[src/rcl_pkg.sv]
// Constants, types and register map of the remote-update configuration loader.
// Assumes a 100 MHz system clock and a 32-bit AHB-Lite register port.
package rcl_pkg;

    // ----------------------------------------------------------------
    // Register offsets (byte addresses)
    // ----------------------------------------------------------------
    localparam logic [7:0] OFF_CTRL     = 8'h00;
    localparam logic [7:0] OFF_WDTO     = 8'h04;
    localparam logic [7:0] OFF_STATUS   = 8'h08;
    localparam logic [7:0] OFF_IRQ_STAT = 8'h0C;
    localparam logic [7:0] OFF_IRQ_CLR  = 8'h10;
    localparam logic [7:0] OFF_IRQ_EN   = 8'h14;

    // ----------------------------------------------------------------
    // Field positions and reset values
    // ----------------------------------------------------------------
    localparam int          PAGE_W         = 3;
    localparam int          CTRL_WDEN_BIT  = 4;
    localparam int          CTRL_GO_BIT    = 8;
    localparam int          ST_CAUSE_LSB   = 4;
    localparam int          ST_FACT_BIT    = 6;
    localparam int          ST_SCHERR_BIT  = 7;
    localparam int          ST_WDACT_BIT   = 8;
    localparam int          ST_STATE_LSB   = 12;
    localparam logic [31:0] CTRL_RST       = 32'h0000_0001;
    localparam logic [31:0] WDTO_RST       = 32'h0001_0000;
    localparam logic [2:0]  FACTORY_PAGE   = 3'h0;
    localparam logic [2:0]  LOCAL_APP_PAGE = 3'h1;

    // ----------------------------------------------------------------
    // Causes and interrupt bits
    // ----------------------------------------------------------------
    localparam logic [1:0] CAUSE_NONE = 2'h0;
    localparam logic [1:0] CAUSE_LOAD = 2'h1;
    localparam logic [1:0] CAUSE_WDOG = 2'h2;
    localparam logic [1:0] CAUSE_PIN  = 2'h3;
    localparam int         IRQ_W      = 3;
    localparam int         IRQ_LOAD   = 0;
    localparam int         IRQ_WDOG   = 1;
    localparam int         IRQ_USER   = 2;

    // ----------------------------------------------------------------
    // Timing
    // ----------------------------------------------------------------
    localparam int CLK_MHZ        = 100;
    localparam int LOAD_LIMIT_MS  = 100;
    localparam int LOAD_LIMIT_CYC = LOAD_LIMIT_MS * 1000 * CLK_MHZ;
    localparam int INIT_CYC       = 4;

    // ----------------------------------------------------------------
    // Types
    // ----------------------------------------------------------------
    typedef enum logic [1:0] {
        SCH_SERIAL    = 2'h0,
        SCH_PAR_SYNC  = 2'h1,
        SCH_PAR_ASYNC = 2'h2
    } rcl_scheme_t;

    typedef enum logic [3:0] {
        ST_WAIT = 4'h1,
        ST_LOAD = 4'h2,
        ST_INIT = 4'h4,
        ST_USER = 4'h8
    } rcl_state_t;

    typedef struct packed {
        logic       valid;
        logic       last;
        logic       err;
        logic [7:0] data;
    } rcl_load_t;

endpackage
[src/rcl_loader.sv]
// Configuration sequencer with remote/local update, user watchdog and AHB-Lite registers.
// Assumes load stream and reconfig/chain pins are asynchronous to mclk; wd_restart is not.
//
// The AHB-Lite slave port and the register addresses were left to the implementer.
`timescale 1ns/100ps
module rcl_loader
    import rcl_pkg::*;
#(
    parameter int LOAD_LIMIT = LOAD_LIMIT_CYC
)(
    input  wire logic        mclk,              // System clock, 100 MHz
    input  wire logic        rst_n,             // Power-up reset, async, active low
    input  wire logic        hsel,              // AHB-Lite slave select
    input  wire logic [7:0]  haddr,             // AHB-Lite byte address
    input  wire logic [1:0]  htrans,            // AHB-Lite transfer type
    input  wire logic        hwrite,            // AHB-Lite write
    input  wire logic [2:0]  hsize,             // AHB-Lite size
    input  wire logic [31:0] hwdata,            // AHB-Lite write data
    input  wire logic        hready,            // AHB-Lite bus ready
    output logic             hreadyout,         // Always ready
    output logic             hresp,             // Always OKAY
    output logic [31:0]      hrdata,            // Read data
    input  wire logic        remote_mode,       // 1 remote update, 0 local update
    input  wire logic [1:0]  scheme,            // Loading scheme
    input  wire logic        host_page_mode,    // Async host supports page selection
    input  wire logic        reconfig_n,        // Reconfig pin, active low
    input  wire logic        chain_enable_in_n, // Chain enable in, active low
    output logic             chain_enable_out_n,// Chain enable out, active low
    input  wire rcl_load_t   load_in,           // Load stream from memory or host
    output logic             load_req,          // Requesting image data
    output logic [PAGE_W-1:0] load_page,        // Page being fetched
    output logic             init_clear,        // Clears user registers during init
    output logic             user_io_oe,        // User pins driven
    output logic             user_mode,         // In user mode
    input  wire logic        wd_restart,        // Watchdog restart from user logic
    output logic             irq                // Level interrupt
);

    // ----------------------------------------------------------------
    // Pin synchronisers
    // ----------------------------------------------------------------
    localparam int SYN_W = 13;
    localparam logic [SYN_W-1:0] SYN_RST = 13'h1800;

    logic [SYN_W-1:0] syn1_ff;
    logic [SYN_W-1:0] syn2_ff;

    always_ff @(posedge mclk or negedge rst_n)
    begin
        if (!rst_n)
        begin
            syn1_ff <= SYN_RST;
            syn2_ff <= SYN_RST;
        end
        else
        begin
            syn1_ff <= {reconfig_n, chain_enable_in_n, load_in};
            syn2_ff <= syn1_ff;
        end
    end

    wire       rcfg_low  = !syn2_ff[12];
    wire       chain_ok  = !syn2_ff[11];
    rcl_load_t ld;
    assign ld = syn2_ff[10:0];

    // ----------------------------------------------------------------
    // Registers
    // ----------------------------------------------------------------
    rcl_state_t        state_ff;
    rcl_state_t        nxt_state;
    logic [31:0]       ctrl_ff;
    logic [31:0]       wdto_ff;
    logic [PAGE_W-1:0] page_ff;
    logic [PAGE_W-1:0] nxt_page;
    logic [1:0]        cause_ff;
    logic              scherr_ff;
    logic              wd_act_ff;
    logic [31:0]       wd_cnt_ff;
    logic [31:0]       ld_cnt_ff;
    logic [2:0]        init_cnt_ff;
    logic [IRQ_W-1:0]  irq_stat_ff;
    logic [IRQ_W-1:0]  irq_en_ff;
    logic              wr_pend_ff;
    logic [7:0]        wr_addr_ff;
    logic [31:0]       hrdata_ff;

    // ----------------------------------------------------------------
    // Sequencer decode
    // ----------------------------------------------------------------
    wire is_factory  = (page_ff == FACTORY_PAGE);
    wire sch_bad     = (scheme == SCH_PAR_ASYNC) && remote_mode && !host_page_mode;
    wire ld_timeout  = (ld_cnt_ff >= 32'(LOAD_LIMIT - 1));
    wire ld_fail     = (state_ff == ST_LOAD) && ((ld.valid && ld.err) || ld_timeout);
    wire ld_done     = (state_ff == ST_LOAD) && ld.valid && ld.last && !ld.err;
    wire wd_expire   = (state_ff == ST_USER) && wd_act_ff && !wd_restart
                       && (wd_cnt_ff >= wdto_ff);
    wire pin_rcfg    = (state_ff != ST_WAIT) && rcfg_low;
    wire init_end    = (state_ff == ST_INIT) && (init_cnt_ff == 3'(INIT_CYC - 1));
    wire wr_now      = wr_pend_ff;
    wire go_write    = wr_now && (wr_addr_ff == OFF_CTRL) && hwdata[CTRL_GO_BIT];
    wire sw_rcfg     = go_write && (state_ff == ST_USER) && is_factory && remote_mode;
    wire boot_page_w = remote_mode ? 1'b1 : 1'b0;
    wire [PAGE_W-1:0] boot_page = boot_page_w ? FACTORY_PAGE : LOCAL_APP_PAGE;
    // GO takes its page from the same write, since ctrl_ff only updates at that edge
    wire [PAGE_W-1:0] ctrl_page = go_write ? hwdata[PAGE_W-1:0]
                                           : ctrl_ff[PAGE_W-1:0];

    always_comb
    begin
        nxt_state = state_ff;
        nxt_page  = page_ff;
        case (state_ff)
            ST_WAIT:
            begin
                if (chain_ok && !rcfg_low && !sch_bad)
                begin
                    nxt_state = ST_LOAD;
                    // Page 0 after power-up becomes the app page in local mode
                    nxt_page  = is_factory ? boot_page : page_ff;
                end
            end
            ST_LOAD:
            begin
                if (pin_rcfg)
                begin
                    nxt_state = ST_WAIT;
                end
                else if (ld_fail)
                begin
                    nxt_state = ST_WAIT;
                    nxt_page  = remote_mode ? FACTORY_PAGE : page_ff;
                end
                else if (ld_done)
                begin
                    nxt_state = ST_INIT;
                end
            end
            ST_INIT:
            begin
                if (pin_rcfg)
                begin
                    nxt_state = ST_WAIT;
                end
                else if (init_end)
                begin
                    nxt_state = ST_USER;
                end
            end
            ST_USER:
            begin
                if (pin_rcfg)
                begin
                    nxt_state = ST_WAIT;
                end
                else if (wd_expire)
                begin
                    nxt_state = ST_WAIT;
                    nxt_page  = FACTORY_PAGE;
                end
                else if (sw_rcfg)
                begin
                    nxt_state = ST_WAIT;
                    nxt_page  = ctrl_page;
                end
            end
            default:
            begin
                nxt_state = ST_WAIT;
            end
        endcase
    end

    // Leaving WAIT after a fallback keeps the chosen page; a pin reload restarts at boot page
    wire [PAGE_W-1:0] wait_page = (state_ff == ST_WAIT) ? nxt_page : page_ff;

    always_ff @(posedge mclk or negedge rst_n)
    begin
        if (!rst_n)
        begin
            state_ff <= ST_WAIT;
            page_ff  <= FACTORY_PAGE;
        end
        else
        begin
            state_ff <= nxt_state;
            page_ff  <= (pin_rcfg) ? boot_page : nxt_page;
        end
    end

    // ----------------------------------------------------------------
    // Counters, cause and watchdog
    // ----------------------------------------------------------------
    always_ff @(posedge mclk or negedge rst_n)
    begin
        if (!rst_n)
        begin
            ld_cnt_ff   <= 32'h0000_0000;
            init_cnt_ff <= 3'h0;
            wd_cnt_ff   <= 32'h0000_0000;
            wd_act_ff   <= 1'b0;
            cause_ff    <= CAUSE_NONE;
            scherr_ff   <= 1'b0;
        end
        else
        begin
            ld_cnt_ff   <= (state_ff == ST_LOAD) ? ld_cnt_ff + 32'h0000_0001 : 32'h0000_0000;
            init_cnt_ff <= (state_ff == ST_INIT) ? init_cnt_ff + 3'h1 : 3'h0;
            wd_cnt_ff   <= (state_ff == ST_USER && !wd_restart)
                           ? wd_cnt_ff + 32'h0000_0001 : 32'h0000_0000;
            if (state_ff == ST_WAIT && nxt_state == ST_LOAD)
                wd_act_ff <= ctrl_ff[CTRL_WDEN_BIT] && remote_mode
                             && (wait_page != FACTORY_PAGE);
            scherr_ff   <= sch_bad;
            // Only power-up clears the cause, so factory logic can read it
            if (ld_fail && remote_mode)
                cause_ff <= CAUSE_LOAD;
            else if (wd_expire)
                cause_ff <= CAUSE_WDOG;
            else if (pin_rcfg && state_ff == ST_USER)
                cause_ff <= CAUSE_PIN;
        end
    end

    // ----------------------------------------------------------------
    // Device pins
    // ----------------------------------------------------------------
    always_ff @(posedge mclk or negedge rst_n)
    begin
        if (!rst_n)
        begin
            load_req           <= 1'b0;
            load_page          <= FACTORY_PAGE;
            init_clear         <= 1'b0;
            user_io_oe         <= 1'b0;
            user_mode          <= 1'b0;
            chain_enable_out_n <= 1'b1;
        end
        else
        begin
            load_req           <= (nxt_state == ST_LOAD);
            load_page          <= (state_ff == ST_WAIT) ? wait_page : page_ff;
            init_clear         <= (nxt_state == ST_INIT);
            user_io_oe         <= (nxt_state == ST_USER);
            user_mode          <= (nxt_state == ST_USER);
            chain_enable_out_n <= !(nxt_state == ST_USER);
        end
    end

    // ----------------------------------------------------------------
    // AHB-Lite slave, zero wait states
    // ----------------------------------------------------------------
    wire addr_ph = hsel && hready && htrans[1];
    wire [31:0] status_w = {16'h0000, state_ff, 3'h0, wd_act_ff, scherr_ff, is_factory,
                            cause_ff, 1'b0, page_ff};
    wire [31:0] rd_mux =
        (haddr == OFF_CTRL)     ? ctrl_ff :
        (haddr == OFF_WDTO)     ? wdto_ff :
        (haddr == OFF_STATUS)   ? status_w :
        (haddr == OFF_IRQ_STAT) ? {29'h0, irq_stat_ff} :
        (haddr == OFF_IRQ_EN)   ? {29'h0, irq_en_ff} : 32'h0000_0000;
    wire [IRQ_W-1:0] irq_ev  = {(nxt_state == ST_USER) && (state_ff != ST_USER),
                                wd_expire, ld_fail};
    wire [IRQ_W-1:0] irq_clr = (wr_now && wr_addr_ff == OFF_IRQ_CLR) ? hwdata[IRQ_W-1:0]
                                                                     : {IRQ_W{1'b0}};

    always_ff @(posedge mclk or negedge rst_n)
    begin
        if (!rst_n)
        begin
            wr_pend_ff  <= 1'b0;
            wr_addr_ff  <= 8'h00;
            hrdata_ff   <= 32'h0000_0000;
            ctrl_ff     <= CTRL_RST;
            wdto_ff     <= WDTO_RST;
            irq_en_ff   <= {IRQ_W{1'b0}};
            irq_stat_ff <= {IRQ_W{1'b0}};
        end
        else
        begin
            wr_pend_ff  <= addr_ph && hwrite;
            wr_addr_ff  <= haddr;
            if (addr_ph && !hwrite)
                hrdata_ff <= rd_mux;
            if (wr_now && wr_addr_ff == OFF_CTRL)
                ctrl_ff <= hwdata & ~(32'h0000_0001 << CTRL_GO_BIT);
            if (wr_now && wr_addr_ff == OFF_WDTO)
                wdto_ff <= hwdata;
            if (wr_now && wr_addr_ff == OFF_IRQ_EN)
                irq_en_ff <= hwdata[IRQ_W-1:0];
            irq_stat_ff <= (irq_stat_ff & ~irq_clr) | irq_ev;
        end
    end

    assign hreadyout = 1'b1;
    assign hresp     = 1'b0;
    assign hrdata    = hrdata_ff;
    assign irq       = |(irq_stat_ff & irq_en_ff);

    logic booted_ff;
    always_ff @(posedge mclk or negedge rst_n)
    begin
        if (!rst_n)
            booted_ff <= 1'b0;
        else if (state_ff == ST_LOAD)
            booted_ff <= 1'b1;
    end
endmodule

[config.mk]
export PLATFORM = sky130hd
export DESIGN_NAME = rcl_loader
export DESIGN_NICKNAME = d
export VERILOG_FILES = /design/src/rcl_pkg.sv /design/src/rcl_loader.sv
export SDC_FILE = /design/constraint.sdc
export NUM_CORES = 1
export LEC_CHECK = 0
export ABC_AREA = 0
export BUFFER_PORTS_ARGS = -buffer_cell sky130_fd_sc_hd__buf_2
export CAP_MARGIN = 20
export CORE_MARGIN = 2
export CORE_UTILIZATION = 55
export DETAILED_ROUTE_END_ITERATION = 8
export PLACE_DENSITY = 0.76
export SLEW_MARGIN = 20
export SYNTH_ARGS = -nofsm -noshare
export SYNTH_HDL_FRONTEND = slang
export SYNTH_SLANG_ARGS = --single-unit
[constraint.sdc]
create_clock -name mclk -period 3.1 [get_ports mclk]
set_input_delay 0.465 -clock mclk [delete_from_list [all_inputs] [get_ports mclk]]
set_output_delay 0.465 -clock mclk [all_outputs]
set_load 0.03 [all_outputs]
# --- Yosys cells after proc, flatten, opt, wreduce, memory -nomap -nowiden ---
# Index checks and enable logic that the tools add are counted.
totals:
  register_bits: 221
  input_bits: 68
  output_inout_bits: 43
  word_cells: 132
op_classes:
  addsub: 3
  magnitude_cmp: 2
  n_eq_ne: 18
  muxes: 35
  n_bitwise: 4
  reduce_logical: 48
op_table:
  columns: ["cell", "n"]
  rows:
  - ["32-bit two-way mux", 4]
  - ["32-bit by 1-bit adder with 32-bit output (second input constant)", 2]
  - ["3-bit two-way mux", 14]
  - ["4-bit two-way mux", 9]
  - ["1-bit logical AND", 33]
  - ["32-bit by 24-bit greater-or-equal comparator with 1-bit output (second input constant)", 1]
  - ["32-bit greater-or-equal comparator", 1]
  - ["8-bit by 5-bit == test with 1-bit output (second input constant)", 3]
  - ["8-bit by 3-bit == test with 1-bit output (second input constant)", 2]
  - ["8-bit by 4-bit == test with 1-bit output (second input constant)", 2]
  - ["8-bit logical NOT", 2]
  - ["16-bit two-way mux", 1]
  - ["4-bit case mux with 4 select lines", 1]
  - ["3-bit case mux with 3 select lines", 1]
  - ["4-bit by 2-bit == test with 1-bit output (second input constant)", 2]
  - ["4-bit by 3-bit == test with 1-bit output (second input constant)", 2]
  - ["4-bit == test (second input constant)", 2]
  - ["1-bit logical NOT", 8]
  - ["3-bit AND", 2]
  - ["2-bit two-way mux", 3]
  - ["3-bit nonzero test", 2]
  - ["4-bit by 1-bit == test with 1-bit output (second input constant)", 1]
  - ["4-bit by 1-bit != test with 1-bit output (second input constant)", 1]
  - ["4-bit != test (second input constant)", 1]
  - ["other kinds (9)", 10]

# --- Longest topological paths before layout ---
depth:
  word_depth: 13
  ltp_mapped: 9
  depth_no_buf: 8

# --- Worst setup path before layout ---
# No wires, ideal clock.
synth_timing:
  path_type: "reg2reg"
  startpoint: "reg state_ff[0]"
  endpoint: "reg state_ff[3]"
  setup_time_ns: 0.147
  arrival_ns: 2.462
  required_ns: 2.953
  slack_ns: 0.491
  stages_incl_launch_ff: 9
  n_path_buf: 2
  period_less_slack_ns: 2.609
  path_cell_list: "dfstp_2 or4b_1 clkbuf_2 or4_1 or4_1 a31oi_2 or2_1 buf_6 o31ai_1"
synth_between:
  elab_chain_len: 8
  word_cells_on_any_way: 26
  cone_classes: "eq/ne: 5; mux: 9; reduce/logical: 12"
synth_rtl:
  columns: ["item", "line", "rtl"]
  rows:
  - ["from (decl)", "rcl_loader.sv:70", "rcl_state_t state_ff;"]
  - ["from (signal assigned)", "rcl_loader.sv:186", "state_ff <= nxt_state;"]
  - ["4-bit == test or 4-bit by 2-bit == test with 1-bit output (tied branches)", null, null]
  - ["1-bit logical AND, on equally long branches (3 in series)", "rcl_loader.sv:102, rcl_loader.sv:95", null]
  - ["4-bit two-way mux, on equally long branches", "rcl_loader.sv:161, rcl_loader.sv:134", null]
  - ["4-bit two-way mux, on equally long branches", "rcl_loader.sv:156, rcl_loader.sv:129", null]
  - ["4-bit two-way mux, on equally long branches", "rcl_loader.sv:152, rcl_loader.sv:125", null]
  - ["4-bit case mux with 4 select lines *", "rcl_loader.sv:113", "case (state_ff)"]
  - ["via nxt_state[3]", "rcl_loader.sv:71", "rcl_state_t nxt_state;"]
# The timed path passes the listed nets; every way through them passes the cells marked *.
# A chain may end at the register's enable or synchronous reset.

# --- Final worst setup path ---
layout_timing:
  startpoint: "reg state_ff[0]"
  endpoint: "reg cause_ff[1]"
layout_between:
  elab_chain_len: 6
  word_cells_on_any_way: 13
  cone_classes: "eq/ne: 3; mux: 2; reduce/logical: 8"
layout_rtl:
  columns: ["item", "line", "rtl"]
  rows:
  - ["4-bit == test", "rcl_loader.sv:96, rcl_loader.sv:220", null]
  - ["1-bit logical AND (2 in series)", "rcl_loader.sv:96", "wire wd_expire = (state_ff == ST_USER) && wd_act_ff && !wd_restart"]
  - ["1-bit logical AND", "rcl_loader.sv:97", "&& (wd_cnt_ff >= wdto_ff);"]
  - ["2-bit two-way mux", "rcl_loader.sv:218", "else if (wd_expire)"]
  - ["2-bit two-way mux", "rcl_loader.sv:216", "if (ld_fail && remote_mode)"]
  - ["to (signal assigned)", "rcl_loader.sv:217", "cause_ff <= CAUSE_LOAD;"]
  - ["to (signal assigned)", "rcl_loader.sv:219", "cause_ff <= CAUSE_WDOG;"]
  - ["to (signal assigned)", "rcl_loader.sv:221", "cause_ff <= CAUSE_PIN;"]
  - ["to (decl)", "rcl_loader.sv:76", "logic [1:0] cause_ff;"]
# Several ways; a longest one is shown, not always the timed one.

==> results.cfg <==
[synth]
synth_edf_count = 0
yosys.area.top_type = dfrtp_1
ys_seq_elements = 205
synth-main-ff-cell = dfrtp_1
async_reset_ff_share_pct = 100
syn-num-nets = 1039
syn_inst = 935
ys_types = 62
synthTopCellsByArea = dfrtp_1 51%, mux2_2 5.4%, ha_1 4.7%, nand2_1 4.5%, o21ai_0 4.3%
ys_seq_area_share_pct = 53.5
syn_area_sq_um = 9610
yosys.area.top_type_share_pct = 51.3
synth_area_per_cell_sq_um = 10.3
yosys_warnings = 0

[drt]
drc = 0
routed_wl_mm = 21.9
wire_per_inst_um = 17.1
drt_iter0_drc = 447
vias = 7267
viasPerCell = 5.68
dr.pass1.iters = 5
antenna_left = 0

[timing]
drv_slew = 0
rsz0062_at_grt = no
fin_crit_ns = 2.86
report.final.setup_viol = 0
setup_tns_ns = 0
relSlewSlack_pct = 54.3
period_share_pct = 92.3
tightest_slew_ns = 0.679
hold_violations = 0
worst_slack_ns = 0.238
fmaxAchievable_mhz = 349
fin_skew_ns = 0.00618

[clock_tree]
clock_latency_ns = 0.50
cts.sinks = 205
cts_resized = 0
post-cts-setup-buffer-count = 0
cts_tree = done
clkTransAtPathRegs_ns = 0.06
cts_root_buffer = clkbuf_16
cts_max_path_buffers = 3
ctsHoldBuffers = 1
numCtsBuffers = 23
htreeDepth = 1

[outcome]
status = complete, no violations

[critical_path]
endpoint_kind = flip-flop
ff2ff_setup_slack_ns = 0.24
r2r-start = state_ff[0]
reg2reg_to = cause_ff[1]
crit_fanout = 8
cp.arrival_ns = 3.31
setup.worst_path.start_class = flip-flop
worst-endpoint-required_ns = 3.54
rr_worst_depth = 6
path_class = reg -> reg

[placed_design]
routabilityCongestion = 0.843
dp_hpwl_mm = 15.0
post-place-ws_ns = 0.265
io_buffers = 96

[layout]
area_delta_synth_final_pct = 17.2
layout.nets = 1140
fill_cells = 1372
layout-drive-gt1-share_pct = 21.6

[floorplanning]
core.rowCount = 48
dieArea_sq_um = 18600
pin_count = 111
coreArea_sq_um = 17200
die_h_um = 136
die_w_um = 136
initial_utilization_pct = 56.0

[global_route]
grt_use_total_pct = 24.4
grt_pass1_vias = 7255
grt_pass1_wl_mm = 36.1
antenna_found_initial = 1
overflow = 0
grt_max_degree = 73

[power]
p_leak_nw = 5.14
ir_worst_vdd_mv = 0.405
p_per_area_nw_per_um2 = 544

[min_path]
min_to = syn1_ff[11]
hold-path-cell-count = 1
hold_path_class = in -> reg
hold_start = chain_enable_in_n

[flow_run]
maxCapViolations = 0
## state kept, by name (all words and copies together) (netlist names), 4 cells and up
signal / cells
hrdata: 32
ld_cnt_ff: 32
wd_cnt_ff: 32
wdto_ff: 32
ctrl_ff: 31
wr_addr_ff: 8
syn1_ff: 5
syn2_ff: 5
state_ff: 4
## worst max path at each step
stage / to / slack, ns / cells after the start / from
6_report: cause_ff[1] / 0.24 / 6 / state_ff[0]
5_1_grt: user_mode / 0.13 / 6 / state_ff[0]
4_1_cts: cause_ff[1] / 0.25 / 6 / state_ff[0]
3_5_place_dp: state_ff[3] / 0.26 / 6 / state_ff[0]
3_3_place_gp: cause_ff[1] / 0.28 / 6 / state_ff[0]
2_1_floorplan: state_ff[3] / 0.49 / 8 / state_ff[0]
## cell usage after synthesis, types with 8 or more instances
| master | n |
|---|---|
| a21oi_1 | 29 |
| a22oi_1 | 30 |
| and3_1 | 14 |
| clkbuf_1 | 32 |
| dfrtp_1 | 197 |
| dfstp_2 | 8 |
| ha_1 | 36 |
| inv_1 | 41 |
| mux2_2 | 46 |
| nand2_1 | 116 |
| nand3_1 | 32 |
| nand4_1 | 14 |
| nor2_1 | 78 |
| nor3_1 | 11 |
| nor4_1 | 11 |
| o21ai_0 | 82 |
| or3_1 | 11 |
| xnor2_1 | 23 |
| xor2_1 | 28 |
## worst max-delay path: stages, from the launching register on
cell	delay, ns
dfstp_2	0.40
or4b_1	0.60
or4_1	0.56
or4_1	0.47
a31oi_2	0.26
or2_1	0.31
o32a_2	0.20
## cells in the final DEF (no fill, tap or decap), types with 4 or more instances in the layout
cell       instances
a221oi_1           4
and2_1             5
mux2_2            46
a22oi_1           30
nand2b_1           6
nor4b_1            6
a21oi_1           29
o31ai_1            4
clkbuf_8           9
and3_1            14
xnor2_1           23
buf_4             18
nor2_1            77
bufinv_16          4
nor3_1            11
clkbuf_16         23
and4_1             6
ha_1              36
or3_1             11
or4_1              5
dfrtp_1          197
nand2_1          116
xor2_1            28
nor4_1            10
o21ai_0           82
nand3_1           32
buf_2             95
nand4_1           14
inv_1             41
dfstp_2            8
## per-layer routing
layer / vias up / GRT usage (%) / share of wire, %
met3: 40 / 3.28 / 5.0
met2: 202 / 38.3 / 46
met5: - / 0 / 0
li1: 3485 / - / -
met4: 0 / 7.47 / 2.1
met1: 3540 / 35.5 / 47
## power breakdown
part / switching (mW) / leakage [nW] / internal, mW
registers: 0.0597 / 2.55 / 2.75
logic: 0.223 / 2.18 / 0.139
clock network: 1.06 / 0.409 / 1.88
## through the flow
step / hold slack (ns) / utilization [%] / cells / area, sq um / power (mW)
after floorplan: 0.169 / - / 935 / 9610 / 3.04
after global placement: 0.334 / 60.6 / 1235 / 10400 / 3.21
after detailed placement: 0.339 / 60.6 / 1235 / 10400 / 3.22
after CTS: 0.0471 / 65.5 / 1277 / 11300 / 6.16
after global routing: 0.0527 / 65.6 / 1278 / 11300 / 6.33
final: 0.0610 / 65.6 / 1279 / 11300 / 6.12
## cells by family (layout without fill, tap and decap cells)
family                   count (synthesis)  count (layout)  synth area share, %
flip-flops                             205             205                 53.5
AO/OA/AOI/OAI                          178             178                 11.3
XOR/XNOR                                51              51                 4.65
other                                    2               4               0.0781
AND/OR/NAND/NOR                        333             333                 16.8
adder cells (fa/ha/maj)                 36              36                 4.69
multiplexers                            47              47                 5.49
buffers and inverters                   83             200                 3.49
## final cells by class
class	count	area, sq um	share of cell area (%)
flip-flops and latches	205	5140	45.6
multi-input cells	647	4150	36.9
clock buffers	34	697	6.19
repair buffers	118	694	6.17
well taps	225	282	2.50
inverters	41	154	1.37
clock inverters	7	138	1.22
diodes	2	5.00	0.0444
Power figures use the tool's default switching activity.
